File: src/hw/io_pkg.sv
// Constants, types and register map of the rear connector control block
// What this block does
// RULE1: Enable function off: ignore enable contact and polarity, never gate output.
// RULE2: Enable on, normal polarity: open/high input forces output off, low allows.
// RULE3: Polarity setting reverses enable gating: open/high allows, low forces off.
// RULE4: Interlock function off: ignore interlock contact, never gate output.
// RULE5: Interlock on: open/high input forces output off, low allows; no polarity.
// RULE6: Each programmable pin is static low, static high or configurable pulse train.
// RULE7: External equipment pulses measurement trigger input when it is selected source.
// RULE8: Trigger output is active high, produced by one of three selectable modes.
// RULE9: Mains good pin pulled low without mains fault, released during a fault.
// RULE10: Alarm pin released on any fault or output off, pulled low otherwise.
// RULE11: Every fault sets its bit in the fault event register.
// RULE12: While a fault persists, alarm indicator blinks at 1 Hz and output is disabled.
// RULE13: Output on only if both gates permit; contact inputs synchronised first.
package io_pkg;

  localparam int unsigned CLK_PERIOD_NS = 10;
  localparam int unsigned BLINK_PERIOD_MS = 1000;
  localparam int unsigned BLINK_HALF_CYCLES = BLINK_PERIOD_MS * 1_000_000 / 2 / CLK_PERIOD_NS;
  localparam int unsigned BLINK_W = 26;

  ////////////////////////////////////////////////////////////////////////////
  localparam logic [11:0] CTRL_OFFSET = 12'h000;
  localparam logic [11:0] STATUS_OFFSET = 12'h004;
  localparam logic [11:0] FAULT_OFFSET = 12'h008;
  localparam logic [11:0] IRQ_STATUS_OFFSET = 12'h00C;
  localparam logic [11:0] IRQ_MASK_OFFSET = 12'h010;
  localparam logic [11:0] PIN_BASE_OFFSET = 12'h014;
  localparam logic [11:0] PIN_STRIDE = 12'h00C;
  localparam logic [11:0] PIN_CFG_OFFSET = 12'h000;
  localparam logic [11:0] PIN_PERIOD_OFFSET = 12'h004;
  localparam logic [11:0] PIN_HIGH_OFFSET = 12'h008;

  localparam int unsigned CTRL_OUT_REQ = 0;
  localparam int unsigned CTRL_ENA_FUNC = 1;
  localparam int unsigned CTRL_ENA_REV = 2;
  localparam int unsigned CTRL_LOOP_FUNC = 3;
  localparam int unsigned CTRL_TRIG_MODE = 4;
  localparam int unsigned CTRL_MEAS_SEL = 6;
  localparam int unsigned CTRL_W = 7;
  localparam logic [CTRL_W-1:0] CTRL_RESET = 7'h00;

  localparam int unsigned PIN_CFG_MODE = 0;
  localparam int unsigned PIN_CFG_COUNT = 16;

  localparam int unsigned FAULT_W = 8;
  localparam int unsigned FAULT_MAINS = 0;
  localparam int unsigned IRQ_MEAS = 8;
  localparam int unsigned IRQ_SHUTDOWN = 9;
  localparam int unsigned IRQ_W = 10;
  localparam logic [IRQ_W-1:0] IRQ_RESET = 10'h000;

  localparam int unsigned SYNC_ENA = 0;
  localparam int unsigned SYNC_LOOP = 1;
  localparam int unsigned SYNC_TRIG = 2;
  localparam int unsigned SYNC_GP0 = 3;
  localparam int unsigned SYNC_MAINS = 5;
  localparam int unsigned SYNC_ALARM = 6;
  localparam int unsigned SYNC_W = 7;

  typedef enum logic [1:0] {PIN_LOW, PIN_HIGH, PIN_PULSE} pin_mode_type;
  typedef enum logic [1:0] {TRIG_DATA_READY, TRIG_OUTPUT_ON, TRIG_MEAS_START} trig_mode_type;

endpackage

File: src/hw/pin_pulser.sv
// Static level or pulse train generator for one programmable pin
`timescale 1ns/100ps
module pin_pulser
  import io_pkg::*;
(
  input wire logic ref_clk,
  input wire logic rst_b,
  input wire logic [1:0] mode,
  input wire logic [15:0] period,
  input wire logic [15:0] high_time,
  input wire logic [15:0] count,
  input wire logic start,
  output logic level,
  output logic busy
);

  typedef struct packed {
    logic [15:0] phase;
    logic [15:0] left;
    logic active;
    logic level;
  } pulse_state_type;

  pulse_state_type q;
  pulse_state_type next_q;

  ////////////////////////////////////////////////////////////////////////////
  always_comb begin
    next_q = q;
    if (start) begin
      next_q.phase = 16'h0000;
      next_q.left = count;
      next_q.active = (mode == PIN_PULSE);
    end else if (q.active) begin
      // Period of zero behaves as one cycle
      if (q.phase + 16'h0001 >= period) begin
        next_q.phase = 16'h0000;
        // Count of zero runs without end
        if (q.left == 16'h0001) begin
          next_q.active = 1'b0;
        end
        if (q.left != 16'h0000) begin
          next_q.left = q.left - 16'h0001;
        end
      end else begin
        next_q.phase = q.phase + 16'h0001;
      end
    end
    case (pin_mode_type'(mode))
      PIN_LOW: next_q.level = 1'b0; // RULE6
      PIN_HIGH: next_q.level = 1'b1; // RULE6
      PIN_PULSE: next_q.level = next_q.active && (next_q.phase < high_time); // RULE6
      default: next_q.level = 1'b0;
    endcase
  end

  always_ff @(posedge ref_clk or negedge rst_b) begin
    if (!rst_b) begin
      q <= '0;
    end else begin
      q <= next_q;
    end
  end

  assign level = q.level;
  assign busy = q.active;

endmodule

File: src/hw/output_gate_io.sv
// Output gating, status pins, triggers, programmable pins and APB registers
`timescale 1ns/100ps
module output_gate_io
  import io_pkg::*;
#(
  parameter int unsigned BLINK_HALF = BLINK_HALF_CYCLES
)
(
  input wire logic ref_clk,
  input wire logic rst_b,
  input wire logic [11:0] paddr,
  input wire logic psel,
  input wire logic penable,
  input wire logic pwrite,
  input wire logic [31:0] pwdata,
  output logic [31:0] prdata,
  output logic pready,
  output logic pslverr,
  input wire logic enable_gate_input,
  input wire logic safety_loop_input,
  input wire logic meas_trig_input,
  input wire logic [1:0] gp_pin_in,
  output logic [1:0] gp_pin_out,
  output logic [1:0] gp_pin_oe_b,
  input wire logic mains_good_output_in,
  output logic mains_good_output_out,
  output logic mains_good_output_oe_b,
  input wire logic alarm_output_in,
  output logic alarm_output_out,
  output logic alarm_output_oe_b,
  output logic trig_output,
  input wire logic [FAULT_W-1:0] fault_in,
  input wire logic meas_done,
  output logic meas_start,
  output logic output_on,
  output logic alarm_led,
  output logic irq
);

  typedef struct packed {
    logic [SYNC_W-1:0] sync1;
    logic [SYNC_W-1:0] sync2;
    logic trig_prev;
    logic [CTRL_W-1:0] ctrl;
    logic [IRQ_W-1:0] irq_stat;
    logic [IRQ_W-1:0] irq_mask;
    logic [1:0][1:0] pin_mode;
    logic [1:0][15:0] pin_count;
    logic [1:0][15:0] pin_period;
    logic [1:0][15:0] pin_high;
    logic [1:0] pin_start;
    logic [FAULT_W-1:0] fault_prev;
    logic output_on;
    logic alarm_pull;
    logic mains_pull;
    logic alarm_led;
    logic trig_out;
    logic meas_start;
    logic [BLINK_W-1:0] blink_cnt;
    logic [31:0] prdata;
  } state_type;

  state_type q;
  state_type next_q;
  logic [1:0] pin_level;
  logic [1:0] pin_busy;
  logic fault_present;
  logic ena_ok;
  logic loop_ok;
  logic trig_rise;
  logic setup;
  logic access;
  logic mapped;

  // Gate passes when its function is off, else when contact level matches polarity
  function automatic logic gate_ok(input logic func_on, input logic contact_high, input logic reverse);
    gate_ok = !func_on || (contact_high ^ !reverse);
  endfunction

  function automatic logic [11:0] pin_addr(input int unsigned pin, input logic [11:0] offset);
    pin_addr = PIN_BASE_OFFSET + 12'(pin) * PIN_STRIDE + offset;
  endfunction

  ////////////////////////////////////////////////////////////////////////////
  for (genvar i = 0; i < 2; i++) begin : g_pin
    pin_pulser u_pulser (
      .ref_clk(ref_clk),
      .rst_b(rst_b),
      .mode(q.pin_mode[i]),
      .period(q.pin_period[i]),
      .high_time(q.pin_high[i]),
      .count(q.pin_count[i]),
      .start(q.pin_start[i]),
      .level(pin_level[i]),
      .busy(pin_busy[i])
    );
  end

  ////////////////////////////////////////////////////////////////////////////
  assign fault_present = |fault_in;
  assign ena_ok = gate_ok(q.ctrl[CTRL_ENA_FUNC], q.sync2[SYNC_ENA], q.ctrl[CTRL_ENA_REV]); // RULE1 RULE2 RULE3
  assign loop_ok = gate_ok(q.ctrl[CTRL_LOOP_FUNC], q.sync2[SYNC_LOOP], 1'b0); // RULE4 RULE5
  assign trig_rise = q.sync2[SYNC_TRIG] && !q.trig_prev;
  assign setup = psel && !penable;
  assign access = psel && penable;

  always_comb begin
    mapped = (paddr == CTRL_OFFSET) || (paddr == STATUS_OFFSET) || (paddr == FAULT_OFFSET) ||
             (paddr == IRQ_STATUS_OFFSET) || (paddr == IRQ_MASK_OFFSET);
    for (int i = 0; i < 2; i++) begin
      if ((paddr == pin_addr(i, PIN_CFG_OFFSET)) || (paddr == pin_addr(i, PIN_PERIOD_OFFSET)) ||
          (paddr == pin_addr(i, PIN_HIGH_OFFSET))) begin
        mapped = 1'b1;
      end
    end
  end

  always_comb begin
    next_q = q;
    // Pins pass two flops before any logic looks at them
    next_q.sync1 = {alarm_output_in, mains_good_output_in, gp_pin_in, meas_trig_input, safety_loop_input,
                    enable_gate_input}; // RULE13
    next_q.sync2 = q.sync1; // RULE13
    next_q.trig_prev = q.sync2[SYNC_TRIG];
    next_q.fault_prev = fault_in;
    next_q.pin_start = 2'b00;

    next_q.output_on = q.ctrl[CTRL_OUT_REQ] && ena_ok && loop_ok && !fault_present; // RULE13 RULE12
    next_q.mains_pull = !fault_in[FAULT_MAINS]; // RULE9
    next_q.alarm_pull = !fault_present && q.output_on; // RULE10

    // Blink toggles every half second while any fault stands
    if (!fault_present) begin
      next_q.blink_cnt = '0;
      next_q.alarm_led = 1'b0;
    end else if (q.blink_cnt == BLINK_W'(BLINK_HALF - 1)) begin
      next_q.blink_cnt = '0;
      next_q.alarm_led = !q.alarm_led; // RULE12
    end else begin
      next_q.blink_cnt = q.blink_cnt + 1'b1;
    end

    next_q.meas_start = trig_rise && q.ctrl[CTRL_MEAS_SEL]; // RULE7
    case (trig_mode_type'(q.ctrl[CTRL_TRIG_MODE +: 2]))
      TRIG_DATA_READY: next_q.trig_out = meas_done; // RULE8
      TRIG_OUTPUT_ON: next_q.trig_out = q.output_on; // RULE8
      TRIG_MEAS_START: next_q.trig_out = q.meas_start; // RULE8
      default: next_q.trig_out = 1'b0;
    endcase

    // Read data captured in setup so it comes from a flop
    if (setup) begin
      next_q.prdata = 32'h0000_0000;
      case (paddr)
        CTRL_OFFSET: next_q.prdata[CTRL_W-1:0] = q.ctrl;
        STATUS_OFFSET: next_q.prdata[SYNC_W+6:0] = {q.sync2, pin_busy, q.alarm_led, fault_present,
                                                    loop_ok, ena_ok, q.output_on};
        FAULT_OFFSET: next_q.prdata[FAULT_W-1:0] = fault_in;
        IRQ_STATUS_OFFSET: next_q.prdata[IRQ_W-1:0] = q.irq_stat;
        IRQ_MASK_OFFSET: next_q.prdata[IRQ_W-1:0] = q.irq_mask;
        default: begin
          for (int i = 0; i < 2; i++) begin
            if (paddr == pin_addr(i, PIN_CFG_OFFSET)) begin
              next_q.prdata = {q.pin_count[i], 14'h0000, q.pin_mode[i]};
            end
            if (paddr == pin_addr(i, PIN_PERIOD_OFFSET)) begin
              next_q.prdata[15:0] = q.pin_period[i];
            end
            if (paddr == pin_addr(i, PIN_HIGH_OFFSET)) begin
              next_q.prdata[15:0] = q.pin_high[i];
            end
          end
        end
      endcase
    end

    if (access && pwrite) begin
      case (paddr)
        CTRL_OFFSET: next_q.ctrl = pwdata[CTRL_W-1:0];
        IRQ_STATUS_OFFSET: next_q.irq_stat = q.irq_stat & ~pwdata[IRQ_W-1:0];
        IRQ_MASK_OFFSET: next_q.irq_mask = pwdata[IRQ_W-1:0];
        default: begin
          for (int i = 0; i < 2; i++) begin
            if (paddr == pin_addr(i, PIN_CFG_OFFSET)) begin
              next_q.pin_mode[i] = pwdata[PIN_CFG_MODE +: 2];
              next_q.pin_count[i] = pwdata[PIN_CFG_COUNT +: 16];
              next_q.pin_start[i] = 1'b1;
            end
            if (paddr == pin_addr(i, PIN_PERIOD_OFFSET)) begin
              next_q.pin_period[i] = pwdata[15:0];
            end
            if (paddr == pin_addr(i, PIN_HIGH_OFFSET)) begin
              next_q.pin_high[i] = pwdata[15:0];
            end
          end
        end
      endcase
    end

    // Events set after the clear so a same-cycle event is never lost
    next_q.irq_stat[FAULT_W-1:0] = next_q.irq_stat[FAULT_W-1:0] | (fault_in & ~q.fault_prev); // RULE11
    next_q.irq_stat[IRQ_MEAS] = next_q.irq_stat[IRQ_MEAS] | q.meas_start;
    next_q.irq_stat[IRQ_SHUTDOWN] = next_q.irq_stat[IRQ_SHUTDOWN] | (q.output_on && !next_q.output_on);
  end

  always_ff @(posedge ref_clk or negedge rst_b) begin
    if (!rst_b) begin
      q <= '0;
    end else begin
      q <= next_q;
    end
  end

  ////////////////////////////////////////////////////////////////////////////
  assign prdata = q.prdata;
  assign pready = access;
  assign pslverr = access && !mapped;
  assign gp_pin_out = 2'b00;
  assign gp_pin_oe_b = pin_level; // RULE6
  assign mains_good_output_out = 1'b0;
  assign mains_good_output_oe_b = !q.mains_pull; // RULE9
  assign alarm_output_out = 1'b0;
  assign alarm_output_oe_b = !q.alarm_pull; // RULE10
  assign trig_output = q.trig_out; // RULE8
  assign meas_start = q.meas_start;
  assign output_on = q.output_on;
  assign alarm_led = q.alarm_led;
  assign irq = |(q.irq_stat & q.irq_mask);
endmodule

File: config.mk
export PLATFORM = sky130hd
export DESIGN_NAME = output_gate_io
export DESIGN_NICKNAME = d
export VERILOG_FILES = /design/src/hw/io_pkg.sv /design/src/hw/pin_pulser.sv /design/src/hw/output_gate_io.sv
export SDC_FILE = /design/constraint.sdc
export NUM_CORES = 1
export LEC_CHECK = 0
export BUFFER_PORTS_ARGS = -buffer_cell sky130_fd_sc_hd__clkbuf_2
export CAP_MARGIN = 20
export CORE_AREA = 2 2 181 183
export DETAILED_ROUTE_END_ITERATION = 8
export DIE_AREA = 0 0 183 185
export PLACE_DENSITY_LB_ADDON = 0.25
export SYNTH_ARGS = -nofsm -noshare
export SYNTH_HDL_FRONTEND = slang
export SYNTH_HIERARCHICAL = 1
export SYNTH_SLANG_ARGS = --single-unit
File: constraint.sdc
create_clock -name ref_clk -period 9.3 [get_ports ref_clk]
set_clock_uncertainty 0.2 [all_clocks]
set_input_delay 2.79 -clock ref_clk [delete_from_list [all_inputs] [get_ports ref_clk]]
set_output_delay 2.79 -clock ref_clk [all_outputs]
set_load 0.02 [all_outputs]
# Word-level counts from Yosys, hierarchy flattened
# Index checks and enable logic that the tools add are counted.
[word_totals]
ff_bits = 284
latch_bits = 0
ram_bits = 0
mem_bits_ro = 0
input_bits = 65
output_inout_bits = 47
memories = 0
[classes]
n_addsub = 5
n_mul = 0
div = 0
order_cmp = 4
eq_ne = 20
n_shift = 0
n_mux = 46
bitwise_logic = 11
n_reduce_logical = 61
[ops]
columns = ["cell", "count"]
rows = [
  ["$mux W16", 14],
  ["$mux W33", 4],
  ["$mux W122", 1],
  ["$mux W102", 1],
  ["$mux W32", 2],
  ["$mux W26", 2],
  ["$eq A12 B5 Y1 const B", 4],
  ["$eq A12 B6 Y1 const B", 3],
  ["$pmux W7 S5", 1],
  ["$mux W17", 2],
  ["$add A16 B1 Y16 const B", 2],
  ["$eq A16 B1 Y1 const B", 2],
  ["$ge A16 B16 Y1", 2],
  ["$lt A16 B16 Y1", 2],
  ["$reduce_bool A16 Y1", 2],
  ["$sub A16 B1 Y16 const B", 2],
  ["$add A26 B1 Y26 const B", 1],
  ["$eq A26 B26 Y1 const B", 1],
  ["$eq A12 B4 Y1 const B", 2],
  ["$reduce_and A3 Y1", 8],
  ["$and A10 B10 Y10", 2],
  ["$mux W10", 2],
  ["$mux W18", 1],
  ["$logic_and A1 B1 Y1", 13],
  ["other kinds (30)", 71],
]

# Logic depth before layout (Yosys ltp)
[logic_depth]
word_depth = 9
depth_mapped = 22
mapped_depth_nobuf = 20

# Modules after synthesis
# Netlist, hierarchy kept.
[modules_own_cells]
columns = ["mod", "n_inst", "cells_per_inst", "area_each_um2", "seq_area_each_um2"]
rows = [
  ["output_gate_io", 1, 808, 9934.5, 5405.2],
  ["pin_pulser at g_pin[0].u_pulser", 1, 375, 3083.0, 850.8],
  ["pin_pulser at g_pin[1].u_pulser", 1, 366, 3015.4, 850.8],
]

# Least setup slack after synthesis
# No wires, ideal clock.
[synth_path]
path_type = "input port to output port"
start = "in paddr[3]"
end = "out pslverr"
arrival_ns = 4.138
required_ns = 6.310
setup_slack_ns = 2.172
path_stages = 5
path_buffers = 2
cell_sequence = "clkbuf_1 -> clkbuf_1 -> and2_1 -> o21ai_0 -> a21boi_0"
[synth_between]
elab_chain_cells = 9
word_cells_on_any_way = 23
classes_between = "eq/ne: 10; mux: 2; reduce/logical: 11"
[synth_rtl]
columns = ["item", "line", "rtl"]
rows = [
  ["start, declared", "output_gate_io.sv:11", "input wire logic [11:0] paddr,"],
  ["$eq A12 B3 Y1 / $logic_not A12 Y1 (equally long branches)", "output_gate_io.sv:108", "mapped = (paddr == CTRL_OFFSET) || (paddr == STATUS_OFFSET) || (paddr == FAULT_OFFSET) ||"],
  ["$logic_or A1 B1 Y1 (3 in series)", "output_gate_io.sv:108", ""],
  ["$logic_or A1 B1 Y1", "output_gate_io.sv:109", "(paddr == IRQ_STATUS_OFFSET) || (paddr == IRQ_MASK_OFFSET);"],
  ["$mux W1", "output_gate_io.sv:111", "if ((paddr == pin_addr(i, PIN_CFG_OFFSET)) || (paddr == pin_addr(i, PIN_PERIOD_OFFSET)) ||"],
  ["$mux W1 (*)", "output_gate_io.sv:111", ""],
  ["$logic_not A1 Y1 (*)", "output_gate_io.sv:217", "assign pslverr = access && !mapped;"],
  ["$logic_and A1 B1 Y1 (*)", "output_gate_io.sv:217", ""],
  ["end, declared", "output_gate_io.sv:18", "output logic pslverr,"],
]
# Every way passes the cells marked *; elsewhere a longest branch is shown, timed or not.

# Worst setup path in the final report
# Ends and elaborated chain as after synthesis.

==> impl_results.md <==
- Synth Flop Type: dfrtp_1
- Area taken by multi-input logic gates: 7940 um^2
- Share of layout cells above drive strength 1: 0.215
- WP data required: 6.31 ns
- Count of cell types in the netlist: 92
- Max Transition Viols Final: 0
- GPL Wtd Cong: 0.945
- Setup violators final: 0
- Yosys reg bits: 284
- Die H: 185 um
- EDFF count, synth: 0
- Initial Util: 0.500
- Startpoint types: input port
- Fill count: 2791
- DRC: 0
- Leakage: 0.00820 uW
- Synth warn: 6
- PortBufs: 107
- Clk sinks: between 200 and 300
- WL final: 42700 um
- Die area: 33900 um^2
- Syn_area_per_cell: 10.4 um^2
- Unrepaired setup endpoints after global routing: false
- Antenna cell count: 0
- Synth-to-Final Area Change: 11.0%
- Syn Inst Count: 1549
- R2R Setup Slk: 3.16 ns
- Die X: 183 um
- Peak supply drop: around 0.13 mV
- Gr ovfl total: 0
- Power Dens Cells: 161 nW/um^2
- Worst min path class: reg2reg
- Post-DR wirelength/cell: 20.9 um
- Setup TNS: 0 ns
- Crit path kind: in2out
- Post-CTS Resized: 0
- Number of buffers created by CTS: 34
- Vias in the first global route: 11900
- Ys async rst share: 1.00
- Place WS: roughly 2.3 ns
- FP Rows: 66
- Initial antenna violation count: 0
- Final ANT Viol Nets: 0
- Worst Setup End Kind: output port
- H-tree lvl count: 2
- Cts hold-fix bufs: 0
- Largest net degree at the start of global routing: 181
- Vias post-DR: between 10000 and 15000
- GRT Overall Usage: 0.254
- Final nets: 1745
- DP HPWL: 30800 um
- Max-Cap Viols: 0
- Drt pass-1 iters: 5
- Worst-path clk slew: 0.06 ns
- Final min period: between 7 and 8 ns
- CTS root buf: clkbuf_16
- Worst skew pair latency: 0.52 ns
- First-pass GRT wire length: 67000 um
- Sequential area share after synthesis: 0.443
- CTS tree: done
- Period utilization: 0.761
- CP Data Arrival Time: 4.08 ns
- Final worst setup slack: 2.23 ns
- Slew @ Worst Pin: 1.13 ns
- Hold Violations, Final: 0
- Outcome: finished, final reports clean
- Slew HR: 0.239
- Synth Cell Area: ~16000 um^2
- Critical path fanouts, max: 27
- Reg area: between 7000 and 8000 um^2
- Initial DRC count: 913
- Fmax: 0.141 GHz
- # IOs: 112
- Maximum clock insertion buffer count: 3
- Core area: 32000 um^2
- Routed vias/inst: just under 6
- Setup bufs post-CTS: 0
worst paths after layout:
| check | endpoint | startpoint | depth (start not counted) |
|---|---|---|---|
| setup / recovery | pslverr | paddr[3] | 5 |
| min in group asynchronous | next_q[202] | rst_b | 1 |
| max in group asynchronous | next_q[207] | rst_b | 2 |
| setup reg to reg | g_pin[1].u_pulser/level | g_pin[1].u_pulser/q[18] | 19 |
| hold / removal | next_q[201] | next_q[204] | 0 |
| hold reg to reg | next_q[201] | next_q[204] | 0 |
layout make-up:
type                       count  area share
timing repair buffer         124      0.0385
tap                          408      0.0287
clock buffer                  44      0.0556
multi-input combinational   1062       0.446
inverter                     101      0.0213
sequential                   284       0.399
clock inverter                18      0.0105
metrics by stage:
step                area, um^2  instances   util  power [uW]  hold WS, ns
finish                   17800       2041  0.555        2860        0.146
global placement         16600       1978  0.519        1520        0.135
global route             17800       2041  0.555        2970        0.161
CTS                      17800       2040  0.555        2890        0.148
detailed placement       16600       1978  0.519        1520        0.135
floorplan                16000       1552      -        1450        0.131
logic make-up after synthesis:
group                    Yosys count  synth area share
AND/OR/NAND/NOR                  506             0.171
flip-flops                       284             0.443
AO/OA/AOI/OAI                    265             0.120
buffers and inverters            206            0.0624
multiplexers                     135             0.103
XOR/XNOR                          79            0.0432
adder cells (fa/ha/maj)           73            0.0570
other                              1          0.000234
cell usage after synthesis, drive strengths merged, types with 9 or more instances:
| cell type | count | share of area |
|---|---|---|
| nand2 | 107 | 0.026 |
| or4 | 14 | 0.0071 |
| and3 | 17 | 0.0066 |
| mux2i | 12 | 0.0075 |
| inv | 98 | 0.023 |
| nand3 | 52 | 0.016 |
| a211oi | 10 | 0.0053 |
| xnor2 | 27 | 0.015 |
| a22oi | 17 | 0.0080 |
| nor2 | 140 | 0.033 |
| o21ai | 48 | 0.015 |
| clkbuf | 44 | 0.010 |
| a21oi | 56 | 0.018 |
| buf | 61 | 0.028 |
| mux2 | 119 | 0.090 |
| a221oi | 26 | 0.014 |
| nand4 | 36 | 0.014 |
| o2bb2ai | 10 | 0.0055 |
| nor2b | 13 | 0.0051 |
| nor4 | 21 | 0.015 |
| nor3 | 32 | 0.012 |
| dfrtp | 284 | 0.44 |
| a31oi | 22 | 0.0086 |
| ha | 73 | 0.057 |
| nand2b | 19 | 0.0074 |
| and2 | 9 | 0.0037 |
| xor2 | 52 | 0.028 |
state kept, by name, indices dropped and copies added (netlist names), 2 cells and up:
register              cells
q                       172
g_pin.u_pulser/level      2
next_q                    8
prdata                   32
g_pin.u_pulser/q         64
g_pin.u_pulser/busy       2
cells in the final DEF, fill, tap and decap left out, types with 52 or more instances in the layout:
master / n
nor2_1: 139
dfrtp_1: 284
nand3_1: 52
clkbuf_2: 106
ha_1: 73
xor2_1: 52
nand2_1: 106
mux2_2: 90
a21oi_1: 55
inv_1: 98
where the power goes:
part | internal [uW] | switching (uW)
Combinational | 60.7 | 126
Sequential | 1280 | 37.1
Clock | 816 | 541
Total | 2150 | 704
worst max-delay path: stages:
cell      delay (ns)
clkbuf_2        0.48
and2_1          0.28
o21ai_0         0.09
a21boi_0        0.23
clkbuf_2        0.21
routing by layer:
| metal | vias up | track usage | part of all wire |
|---|---|---|---|
| li1 | 5647 | - | - |
| met1 | 6059 | 0.359 | 0.45 |
| met2 | 326 | 0.406 | 0.47 |
| met3 | 58 | 0.0466 | 0.060 |
| met4 | 0 | 0.0621 | 0.018 |
| met5 | - | 0 | 0 |
Note: power is estimated with default switching activity, not from simulation.
